**config.mk**
```make
export PLATFORM = sky130hd
export DESIGN_NAME = lane_status_monitor
export DESIGN_NICKNAME = d
export VERILOG_FILES = /design/src/rtl/lane_status_monitor.v
export VERILOG_INCLUDE_DIRS = /design/src /design/src/pkg
export SDC_FILE = /design/constraint.sdc
export NUM_CORES = 1
export LEC_CHECK = 0
export ABC_AREA = 1
export BUFFER_PORTS_ARGS = -buffer_cell sky130_fd_sc_hd__clkbuf_2
export CAP_MARGIN = 20
export CELL_PAD_IN_SITES_DETAIL_PLACEMENT = 1
export CELL_PAD_IN_SITES_GLOBAL_PLACEMENT = 1
export CORE_MARGIN = 8
export CORE_UTILIZATION = 45
export DETAILED_ROUTE_END_ITERATION = 8
export HOLD_SLACK_MARGIN = 0.08
export PLACE_DENSITY_LB_ADDON = 0.3
export SLEW_MARGIN = 10
export SYNTH_ARGS = -nofsm -noshare
export SYNTH_HDL_FRONTEND = slang
export SYNTH_SLANG_ARGS = --single-unit
```
**constraint.sdc**
```tcl
create_clock -name clock -period 10.35 [get_ports clock]
set_clock_uncertainty 0.05 [all_clocks]
set_input_delay 2.07 -clock clock [delete_from_list [all_inputs] [get_ports clock]]
set_output_delay 2.07 -clock clock [all_outputs]
set_load 0.01 [all_outputs]
```
**src/pkg/lane_status_defines.vh**
```
// How it works
// - Writing 1 to control bit 7 clears the addressed lane's interrupt.
// - Writing 1 to control bit 6 disables the addressed lane's counter.
// - Writing 1 to control bit 5 zeroes the addressed lane's counter.
// - Control bits 2:0 select the lane; bits 4:3 are reserved.
// - Code-group lock register shows live lock bits for lanes 1 and 3-7.
// - Bit 0 of code-group register shows the code-group interrupt.
// - Any lane losing code-group lock raises the sync request.
// - Frame lock register shows live frame lock per lane.
// - Losing frame lock starts a new link sync on its own.
// - Writing 1 to bit 7 of a status register clears its interrupt.
// - Checksum register shows per-lane good-checksum status.
// - Alignment register shows per-lane lane-alignment success.
// - Checksum and alignment interrupts show in code-group bit 2.
// - Loss of lane alignment also raises the sync request.
// - Octets per frame accepts only 1, 2, 4; resets to 1.
// - Test mode bit makes the receiver expect alignment frames always.
// - Multiframe count sets groups of 4K alignment frames; resets to 1.
// - Interrupt vector bit 7 is the read-only disparity flag.
// - Disparity flag sets when any lane count reaches the limit.
// - Control-character flag rises when any lane count hits limit.
`ifndef LANE_STATUS_DEFINES_VH
`define LANE_STATUS_DEFINES_VH

`define ADDR_UNEXP_CTRL   12'h46f
`define ADDR_CG_LOCK      12'h470
`define ADDR_FRAME_LOCK   12'h471
`define ADDR_CHECKSUM     12'h472
`define ADDR_ALIGN        12'h473
`define ADDR_OCTETS       12'h476
`define ADDR_TEST_MASK    12'h477
`define ADDR_MF_COUNT     12'h478
`define ADDR_IRQ_VECTOR   12'h47a

`define BIT_IRQ_CLEAR     7
`define BIT_CNT_DISABLE   6
`define BIT_CNT_CLEAR     5
`define BIT_CG_IRQ        0
`define BIT_CK_AL_IRQ     2
`define BIT_TEST_MODE     7
`define BIT_MASK_EN       3
`define BIT_DISP_FLAG     7
`define BIT_UNEXP_FLAG    5

`define RST_OCTETS        8'h01
`define RST_MF_COUNT      8'h01
`define RST_ZERO          8'h00

`endif

```
**src/rtl/lane_status_monitor.v**
```verilog
`timescale 1ns/1ps
`default_nettype none
`include "lane_status_defines.vh"

module lane_status_monitor #(
	parameter LANES   = 8,
	parameter CNT_W   = 8
) (
	input  wire             clock,
	input  wire             sys_rst,
	input  wire [11:0]      reg_addr,
	input  wire [7:0]       reg_wdata,
	input  wire             reg_wr,
	input  wire             reg_rd,
	output reg  [7:0]       reg_rdata,
	input  wire [LANES-1:0] code_group_lock,
	input  wire [LANES-1:0] frame_lock,
	input  wire [LANES-1:0] checksum_ok,
	input  wire [LANES-1:0] lane_alignment_ok,
	input  wire [LANES-1:0] unexpected_ctrl_char,
	input  wire [LANES-1:0] disparity_error,
	input  wire [CNT_W-1:0] error_limit,
	output reg              sync_request_output,
	output reg              resync_start,
	output reg  [7:0]       octets_per_frame,
	output reg              alignment_test_mode,
	output reg              threshold_mask_en,
	output reg  [7:0]       alignment_multiframe_count,
	output reg              disparity_error_flag,
	output reg              unexpected_ctrl_flag
);

	// One-hot lane decode, shared by all three lane actions
	function [LANES-1:0] lane_hot;
		input [2:0] sel;
		begin
			lane_hot = {LANES{1'b0}};
			lane_hot[sel] = 1'b1;
		end
	endfunction

	wire wr_ctrl = reg_wr && (reg_addr == `ADDR_UNEXP_CTRL);
	wire [2:0] target_lane_select = reg_wdata[2:0];
	wire [LANES-1:0] target_hot = lane_hot(target_lane_select);
	wire lane_irq_clear =
		wr_ctrl && reg_wdata[`BIT_IRQ_CLEAR];
	wire lane_counter_disable = reg_wdata[`BIT_CNT_DISABLE];
	wire lane_counter_clear =
		wr_ctrl && reg_wdata[`BIT_CNT_CLEAR];

	wire clr_cg = reg_wr && (reg_addr == `ADDR_CG_LOCK) &&
		reg_wdata[`BIT_IRQ_CLEAR];
	wire clr_fr = reg_wr && (reg_addr == `ADDR_FRAME_LOCK) &&
		reg_wdata[`BIT_IRQ_CLEAR];
	wire clr_ck = reg_wr && (reg_addr == `ADDR_CHECKSUM) &&
		reg_wdata[`BIT_IRQ_CLEAR];
	wire clr_al = reg_wr && (reg_addr == `ADDR_ALIGN) &&
		reg_wdata[`BIT_IRQ_CLEAR];

	reg  [LANES-1:0] cg_prev_reg;
	reg  [LANES-1:0] fr_prev_reg;
	reg  [LANES-1:0] ck_prev_reg;
	reg  [LANES-1:0] al_prev_reg;
	reg              cg_irq_reg;
	reg              fr_irq_reg;
	reg              ck_irq_reg;
	reg              al_irq_reg;
	reg  [LANES-1:0] cnt_off_reg;
	reg  [LANES-1:0] unexp_irq_reg;
	wire [LANES-1:0] unexp_hit;
	wire [LANES-1:0] disp_hit;

	// Falling edges of lane status mark a loss
	wire cg_loss = |(cg_prev_reg & ~code_group_lock);
	wire fr_loss = |(fr_prev_reg & ~frame_lock);
	wire ck_loss = |(ck_prev_reg & ~checksum_ok);
	wire al_loss = |(al_prev_reg & ~lane_alignment_ok);

	always @(posedge clock or posedge sys_rst) begin
		if (sys_rst) begin
			cg_prev_reg <= {LANES{1'b0}};
			fr_prev_reg <= {LANES{1'b0}};
			ck_prev_reg <= {LANES{1'b0}};
			al_prev_reg <= {LANES{1'b0}};
		end else begin
			cg_prev_reg <= code_group_lock;
			fr_prev_reg <= frame_lock;
			ck_prev_reg <= checksum_ok;
			al_prev_reg <= lane_alignment_ok;
		end
	end

	// Set beats clear so a loss in the clearing cycle is kept
	always @(posedge clock or posedge sys_rst) begin
		if (sys_rst) begin
			cg_irq_reg <= 1'b0;
			fr_irq_reg <= 1'b0;
			ck_irq_reg <= 1'b0;
			al_irq_reg <= 1'b0;
		end else begin
			cg_irq_reg <= cg_loss | (cg_irq_reg & ~clr_cg);
			fr_irq_reg <= fr_loss | (fr_irq_reg & ~clr_fr);
			ck_irq_reg <= ck_loss | (ck_irq_reg & ~clr_ck);
			al_irq_reg <= al_loss | (al_irq_reg & ~clr_al);
		end
	end

	// Sync request stays up while any lane is unlocked or misaligned
	always @(posedge clock or posedge sys_rst) begin
		if (sys_rst) begin
			sync_request_output <= 1'b1;
			resync_start <= 1'b0;
		end else begin
			sync_request_output <= ~(&code_group_lock) |
				~(&lane_alignment_ok);
			resync_start <= fr_loss;
		end
	end

	// Disable latch: each control write rewrites the addressed lane's bit
	always @(posedge clock or posedge sys_rst) begin
		if (sys_rst) begin
			cnt_off_reg <= {LANES{1'b0}};
		end else if (wr_ctrl) begin
			cnt_off_reg <= (cnt_off_reg & ~target_hot) |
				(target_hot & {LANES{lane_counter_disable}});
		end
	end

	genvar i;
	generate
		for (i = 0; i < LANES; i = i + 1) begin : g_lane
			reg [CNT_W-1:0] unexp_cnt_reg;
			reg [CNT_W-1:0] disp_cnt_reg;
			// Counters saturate so a flood cannot wrap below the limit
			always @(posedge clock or posedge sys_rst) begin
				if (sys_rst) begin
					unexp_cnt_reg <= {CNT_W{1'b0}};
				end else if (lane_counter_clear && target_hot[i]) begin
					unexp_cnt_reg <= {CNT_W{1'b0}};
				end else if (unexpected_ctrl_char[i] && !cnt_off_reg[i] &&
						!(&unexp_cnt_reg)) begin
					unexp_cnt_reg <= unexp_cnt_reg + 1'b1;
				end
			end
			always @(posedge clock or posedge sys_rst) begin
				if (sys_rst) begin
					disp_cnt_reg <= {CNT_W{1'b0}};
				end else if (disparity_error[i] && !(&disp_cnt_reg)) begin
					disp_cnt_reg <= disp_cnt_reg + 1'b1;
				end
			end
			assign unexp_hit[i] = (unexp_cnt_reg >= error_limit);
			assign disp_hit[i] = (disp_cnt_reg >= error_limit);
			always @(posedge clock or posedge sys_rst) begin
				if (sys_rst) begin
					unexp_irq_reg[i] <= 1'b0;
				end else begin
					unexp_irq_reg[i] <= unexp_hit[i] |
						(unexp_irq_reg[i] &
						~(lane_irq_clear & target_hot[i]));
				end
			end
		end
	endgenerate

	// Flags follow the sticky lane bits and counter levels
	always @(posedge clock or posedge sys_rst) begin
		if (sys_rst) begin
			disparity_error_flag <= 1'b0;
			unexpected_ctrl_flag <= 1'b0;
		end else begin
			disparity_error_flag <= |disp_hit;
			unexpected_ctrl_flag <= |unexp_irq_reg;
		end
	end

	// Configuration registers
	always @(posedge clock or posedge sys_rst) begin
		if (sys_rst) begin
			octets_per_frame <= `RST_OCTETS;
			alignment_test_mode <= 1'b0;
			threshold_mask_en <= 1'b0;
			alignment_multiframe_count <= `RST_MF_COUNT;
		end else if (reg_wr) begin
			case (reg_addr)
			`ADDR_OCTETS: begin
				// Other frame sizes are dropped, keeping the last good one
				if (reg_wdata == 8'h01 || reg_wdata == 8'h02 ||
						reg_wdata == 8'h04) begin
					octets_per_frame <= reg_wdata;
				end
			end
			`ADDR_TEST_MASK: begin
				alignment_test_mode <= reg_wdata[`BIT_TEST_MODE];
				threshold_mask_en <= reg_wdata[`BIT_MASK_EN];
			end
			`ADDR_MF_COUNT: begin
				alignment_multiframe_count <= reg_wdata;
			end
			default: begin
			end
			endcase
		end
	end

	// Read mux; reserved and unmapped bits read zero
	reg [7:0] rd_next;
	always @* begin
		rd_next = `RST_ZERO;
		case (reg_addr)
		`ADDR_UNEXP_CTRL: rd_next = unexp_irq_reg;
		`ADDR_CG_LOCK: begin
			rd_next = code_group_lock;
			rd_next[`BIT_CG_IRQ] = cg_irq_reg;
			rd_next[`BIT_CK_AL_IRQ] = ck_irq_reg | al_irq_reg;
		end
		`ADDR_FRAME_LOCK: rd_next = frame_lock;
		`ADDR_CHECKSUM: rd_next = checksum_ok;
		`ADDR_ALIGN: rd_next = lane_alignment_ok;
		`ADDR_OCTETS: rd_next = octets_per_frame;
		`ADDR_TEST_MASK: begin
			rd_next[`BIT_TEST_MODE] = alignment_test_mode;
			rd_next[`BIT_MASK_EN] = threshold_mask_en;
		end
		`ADDR_MF_COUNT: rd_next = alignment_multiframe_count;
		`ADDR_IRQ_VECTOR: begin
			rd_next[`BIT_DISP_FLAG] = disparity_error_flag;
			rd_next[`BIT_UNEXP_FLAG] = unexpected_ctrl_flag;
		end
		default: rd_next = `RST_ZERO;
		endcase
	end

	always @(posedge clock or posedge sys_rst) begin
		if (sys_rst) begin
			reg_rdata <= `RST_ZERO;
		end else if (reg_rd) begin
			reg_rdata <= rd_next;
		end else begin
			reg_rdata <= `RST_ZERO;
		end
	end

endmodule // lane_status_monitor

`default_nettype wire

```
Word level (Yosys, flattened, before mapping)
Cells that the tools add are included.
- word-level logic and storage cells: 272
- bits in registers: 209
- output and inout bits: 30
- input bits: 80
- eq/ne operators: 12
- $add $sub $neg: 16
- bitwise gates (word level): 57
- multiplexer cells: 25
- reduce and logical (&&, ||, !) cells: 103
- order comparisons: 18
- operators with widths (operator ; number):
    $reduce_and A8 Y1 ; 18
    $mux W8 ; 17
    $add A8 B1 Y8 const B ; 16
    $ge A8 B8 Y1 ; 16
    $eq A12 B11 Y1 const B ; 9
    $and A8 B8 Y8 ; 6
    $reduce_or A8 Y1 ; 6
    $logic_and A1 B1 Y1 ; 42
    $not A8 Y8 ; 5
    $logic_not A1 Y1 ; 24
    $pmux W3 S7 ; 1
    $and A1 B1 Y1 ; 19
    $pmux W1 S8 ; 2
    $reduce_bool A2 Y1 ; 8
    $pmux W1 S7 ; 2
    $not A1 Y1 ; 13
    $or A1 B1 Y1 ; 13
    $pmux W1 S9 ; 1
    $eq A8 B1 Y1 const B ; 1
    $eq A8 B2 Y1 const B ; 1
    $eq A8 B3 Y1 const B ; 1
    $or A8 B8 Y8 ; 1
    $lt A3 B4 Y1 const B ; 1
    $reduce_and A2 Y1 ; 2
    5 further kinds ; 6

Depth between registers and ports, before layout
- word-level depth: 8
- mapped depth: 11
- depth with buffers taken out: 11

Worst setup path after synthesis
Ideal clock, no wire load.
- path type: input-to-reg
- start: input port error_limit[5]
- end: register disparity_error_flag
- slack: 6.933 ns
- buffers on the path: 0
- required time: 10.175 ns
- library setup time: 0.125 ns
- stages: 8
- arrival time: 3.242 ns
- path through: inv_1 -> ha_1 -> a21oi_1 -> nor2_1 -> nor3b_1 -> nand2_1 -> nor2_1 -> nand3_1
- word-level cells in the longest chain between the ends: 2
- elaborated cells on any way between the ends: 9
- classes of those cells: 8 x order compare; 1 x reduce/logical
- RTL lines (item ; line ; text):
    from (decl) ; lane_status_monitor.v:22 ; input wire [CNT_W-1:0] error_limit,
    $ge A8 B8 Y1 ; lane_status_monitor.v:154 ; assign disp_hit[i] = (disp_cnt_reg >= error_limit);
    $reduce_or A8 Y1 * ; lane_status_monitor.v:173 ; disparity_error_flag <= |disp_hit;
    to (signal assigned) ; lane_status_monitor.v:173 ;
    to (decl) ; lane_status_monitor.v:29 ; output reg disparity_error_flag,
Mark *: on every way between the ends. The rest lies on a longest branch, timed or not.
A chain may end at the register's enable or synchronous reset.

Final worst setup path
- start: input port reg_addr[11]
- end: register g_lane[6].unexp_cnt_reg[2]
- word-level cells in the longest chain between the ends: 5
- elaborated cells on any way between the ends: 6
- classes of those cells: 1 x eq/ne; 1 x mux; 4 x reduce/logical
- RTL lines (item ; line ; text):
    from (decl) ; lane_status_monitor.v:11 ; input wire [11:0] reg_addr,
    $eq A12 B11 Y1 * ; n/a ;
    $logic_and A1 B1 Y1 * ; lane_status_monitor.v:42 ; wire wr_ctrl = reg_wr && (reg_addr == `ADDR_UNEXP_CTRL);
    $logic_and A1 B1 Y1 * ; lane_status_monitor.v:49 ; wr_ctrl && reg_wdata[`BIT_CNT_CLEAR];
    $logic_and A1 B1 Y1 * ; lane_status_monitor.v:139 ; end else if (lane_counter_clear && target_hot[i]) begin
    $mux W8 / $reduce_bool A2 Y1 (equally long branches) ; n/a ;
    to (signal assigned) ; lane_status_monitor.v:138 ; unexp_cnt_reg <= {CNT_W{1'b0}};
    to (signal assigned) ; lane_status_monitor.v:140 ; unexp_cnt_reg <= {CNT_W{1'b0}};
    to (signal assigned) ; lane_status_monitor.v:143 ; unexp_cnt_reg <= unexp_cnt_reg + 1'b1;
    to (decl) ; lane_status_monitor.v:133 ; reg [CNT_W-1:0] unexp_cnt_reg;
Marks and branches as above.

==> impl_metrics.csv <==
group,metric,value,unit
die,die_w,189,µm
sta,finalWorstPathRequiredPeriod,4.00,ns
sta,setup_viol,0,
global_route,grt_usage,23.3,%
worst_setup_path,crit_chain,"clkbuf_2 > inv_1 > nand2_1 > nor2_4 > nand3_4 > nor2_4 > nand4_4 > nand3b_1 > inv_1",
place,dpl.hpwl,30500,µm
power,p_sw,1.30,mW
global_route,antenna_found_initial,0,
clock_network,post_cts_buffers,0,
logic_synthesis,yosysWarnings,0,
logic_synthesis,synth.most_common_cell,"nand2_1",
clock_network,htree_num_levels,1,
logic_synthesis,synthTopCellsByArea,"dfrtp_1 (38%), ha_1 (13%), nand2_1 (10%)",
detailed_routing,drt-wirelength-per-cell,18.7,µm
final_layout,fillers,3681,
final_layout,antenna_cells,0,
clock_network,cts_hold_buf,0,
final_layout,fin_nets,2033,
worst_setup_path,r2r-start,"g_lane[2].disp_cnt_reg[1]",
logic_synthesis,synth_edf_count,0,
worst_setup_path,required,10.74,ns
worst_setup_path,crit_path_end_kind,"flip-flop",
worst_setup_path,critPathBufInv,3,
place,place.gp.congestion,0.950,
place,io_buffers,109,
detailed_routing,drtPass1Iterations,5,
global_route,grt_max_degree,138,
die,core,29500,µm²
global_route,grt_pass1_wl,68100,µm
power,sequentialPowerShare,38.9,%
worst_setup_path,arrival,4.39,ns
clock_network,cts_tree,"built",
final_layout,regArea,5230,µm²
worst_setup_path,crit_path_start_kind,"input port",
logic_synthesis,yosys_register_bits,209,
final_layout,multi_input_area,7080,µm²
sta,tightest_slew,1.00,ns
logic_synthesis,syn_avg_cell_area,7.99,µm²
clock_network,path_clk_slew,0.06,ns
run,max-cap-violations,0,
global_route,grt_overflow,0,
worst_setup_path,critPathTopFamily,"simple AND/OR/NAND/NOR gates",
power,leakagePower,7.99,nW
power,clockPowerShare,28.1,%
clock_network,clockBufferDepth,3,
outcome,status,"finished clean",
worst_setup_path,crit_type,"in2reg",
sta,totalNegativeSetupSlack,0,ns
sta,fmax,250,MHz
clock_network,cts-resized-gates,0,
worst_setup_path,cp_max_fo,36,
logic_synthesis,synth_top_area_cell,"dfrtp_1",
die,initial_core_util,45.5,%
sta,fin_crit_sh,38.7,%
place,place_ws,5.85,ns
place,dp_cells,2172,
detailed_routing,vias,12000,
detailed_routing,viasPerCell,5.41,
power,pwr_density_cell,223,nW/µm²
die,row_count,63,
sta,rsz0062_at_grt,"no",
power,p_int,2.11,mW
logic_synthesis,synth_commonest_cells,"nand2_1 (368), inv_1 (261), dfrtp_1 (206), ha_1 (144), nor2_1 (142)",
clock_network,cts_sinks,209,
logic_synthesis,netlist_area,13400,µm²
final_layout,syn2layout_area_growth,14.1,%
sta,fin_ws,6.35,ns
die,die-height,189,µm
logic_synthesis,synth_cell_types,47,
logic_synthesis,synth-async-reset-ratio,100,%
final_layout,final_cells,2216,
die,dieArea,35600,µm²
logic_synthesis,synthFlopType,"dfrtp_1",
logic_synthesis,synth_top_area_share,38.4,%
sta,hold-worst-slack,0.444,ns
detailed_routing,ant_nets,0,
clock_network,numCtsBuffers,25,
detailed_routing,remaining_drc_errors,0,
clock_network,clock_latency,0.55,ns
min_path,hold_start,"fr_prev_reg[5]",
final_layout,drive_above_1_share,10.9,%
power,peakVddDrop,0.145,mV
power,combPwrFrac,33.0,%
logic_synthesis,synth_cells,1679,
sta,relSlewSlack,33.2,%
min_path,hold_path.class,"reg2reg",
global_route,grt_pass1_vias,13000,
logic_synthesis,yosysSeqAreaShare,39.0,%
worst_setup_path,max_stage_delay,0.69,ns
worst_setup_path,startpoint,"reg_addr[11]",
sta,final_hold_viol_count,0,
clock_network,ctsRootBufferMaster,"clkbuf_16",
worst_setup_path,crit_slowest_cell,"nor2_4",
logic_synthesis,syn-num-nets,1903,
detailed_routing,drtIter0Drc,627,
sta,slew_violations,0,
die,ios,110,
power,switching_share,38.2,%
detailed_routing,totalWireLength,41400,µm
## layout make-up
class                           instances  share of cell area (%)
Clock inverter                         10                    1.19
Sequential cell                       209                    34.2
Clock buffer                           34                    4.57
Multi-Input combinational cell       1187                    46.3
Tap cell                              390                    3.19
Timing Repair Buffer                  115                    3.86
Inverter                              271                    6.70
## metal layers
layer	share of wire [%]	GRT usage [%]	wire length, µm
met1	42	27.8	17500
met3	4.0	3.29	1680
met4	4.0	9.14	1670
met2	50	41.7	20500
met5	0	0	0
## stage by stage
| step | cell area (µm²) | power, mW | utilization [%] |
|---|---|---|---|
| 2_1_floorplan | 13400 | 2.08 | - |
| 3_3_place_gp | 14400 | 2.34 | 48.9 |
| 3_5_place_dp | 14400 | 2.45 | 48.9 |
| 4_1_cts | 15300 | 3.44 | 51.9 |
| 5_1_grt | 15300 | 3.68 | 51.9 |
| 6_report | 15300 | 3.41 | 51.9 |
## path summary, 6_finish.rpt
path / endpoint / slack [ns] / cells past startpoint
min reg2reg: resync_start / 0.44 / 2
max: g_lane[6].unexp_cnt_reg[2] / 6.35 / 9
max in group asynchronous: g_lane[0].unexp_cnt_reg[5] / 6.94 / 3
min: resync_start / 0.44 / 2
min in group asynchronous: cg_prev_reg[1] / 1.66 / 2
max reg2reg: g_lane[2].disp_cnt_reg[4] / 8.43 / 8
## power by group through the flow
stage | sequential [mW] | clock [mW] | combinational (mW)
6_report | 1.32 | 0.959 | 1.13
4_1_cts | 1.32 | 0.976 | 1.14
2_1_floorplan | 1.24 | 0 | 0.844
5_1_grt | 1.36 | 1.00 | 1.32
3_5_place_dp | 1.33 | 0 | 1.12
3_3_place_gp | 1.32 | 0 | 1.02
## placed cells by master, fill, tap and decap left out, drive strengths merged
cell type	count
nand2	375
inv	265
dfrtp	206
nor2	149
ha	144
clkbuf	143
nand3	136
o21ai	97
nand4	76
a21oi	49
xor2	44
nor3	31
xnor2	30
clkinv	11
a31o	9
o22ai	9
a21boi	8
o21bai	7
buf	6
o21a	5
nor4	5
bufinv	5
a211oi	3
dfstp	3
a221oi	2
nand3b	1
and3	1
nor3b	1
o2111ai	1
o31ai	1
or4	1
o211a	1
mux2	1
## cells by family (layout without fill, tap and decap cells)
family / count (synthesis) / after routing / share of synthesized area, %
compound gates: 192 / 192 / 8.13
simple gates: 776 / 776 / 26.3
fa+ha+maj: 144 / 144 / 13.4
flops: 209 / 209 / 39.0
buf+inv: 283 / 430 / 8.18
mux: 1 / 1 / 0.0840
xor+xnor: 74 / 74 / 4.83
## worst min-delay path: cells and delay by family, from the launching register on
family	cells	cell delay, ns
AOI/OAI and AO/OA	2	0.13
DFF	1	0.33
Power figures use the tool's default switching activity.
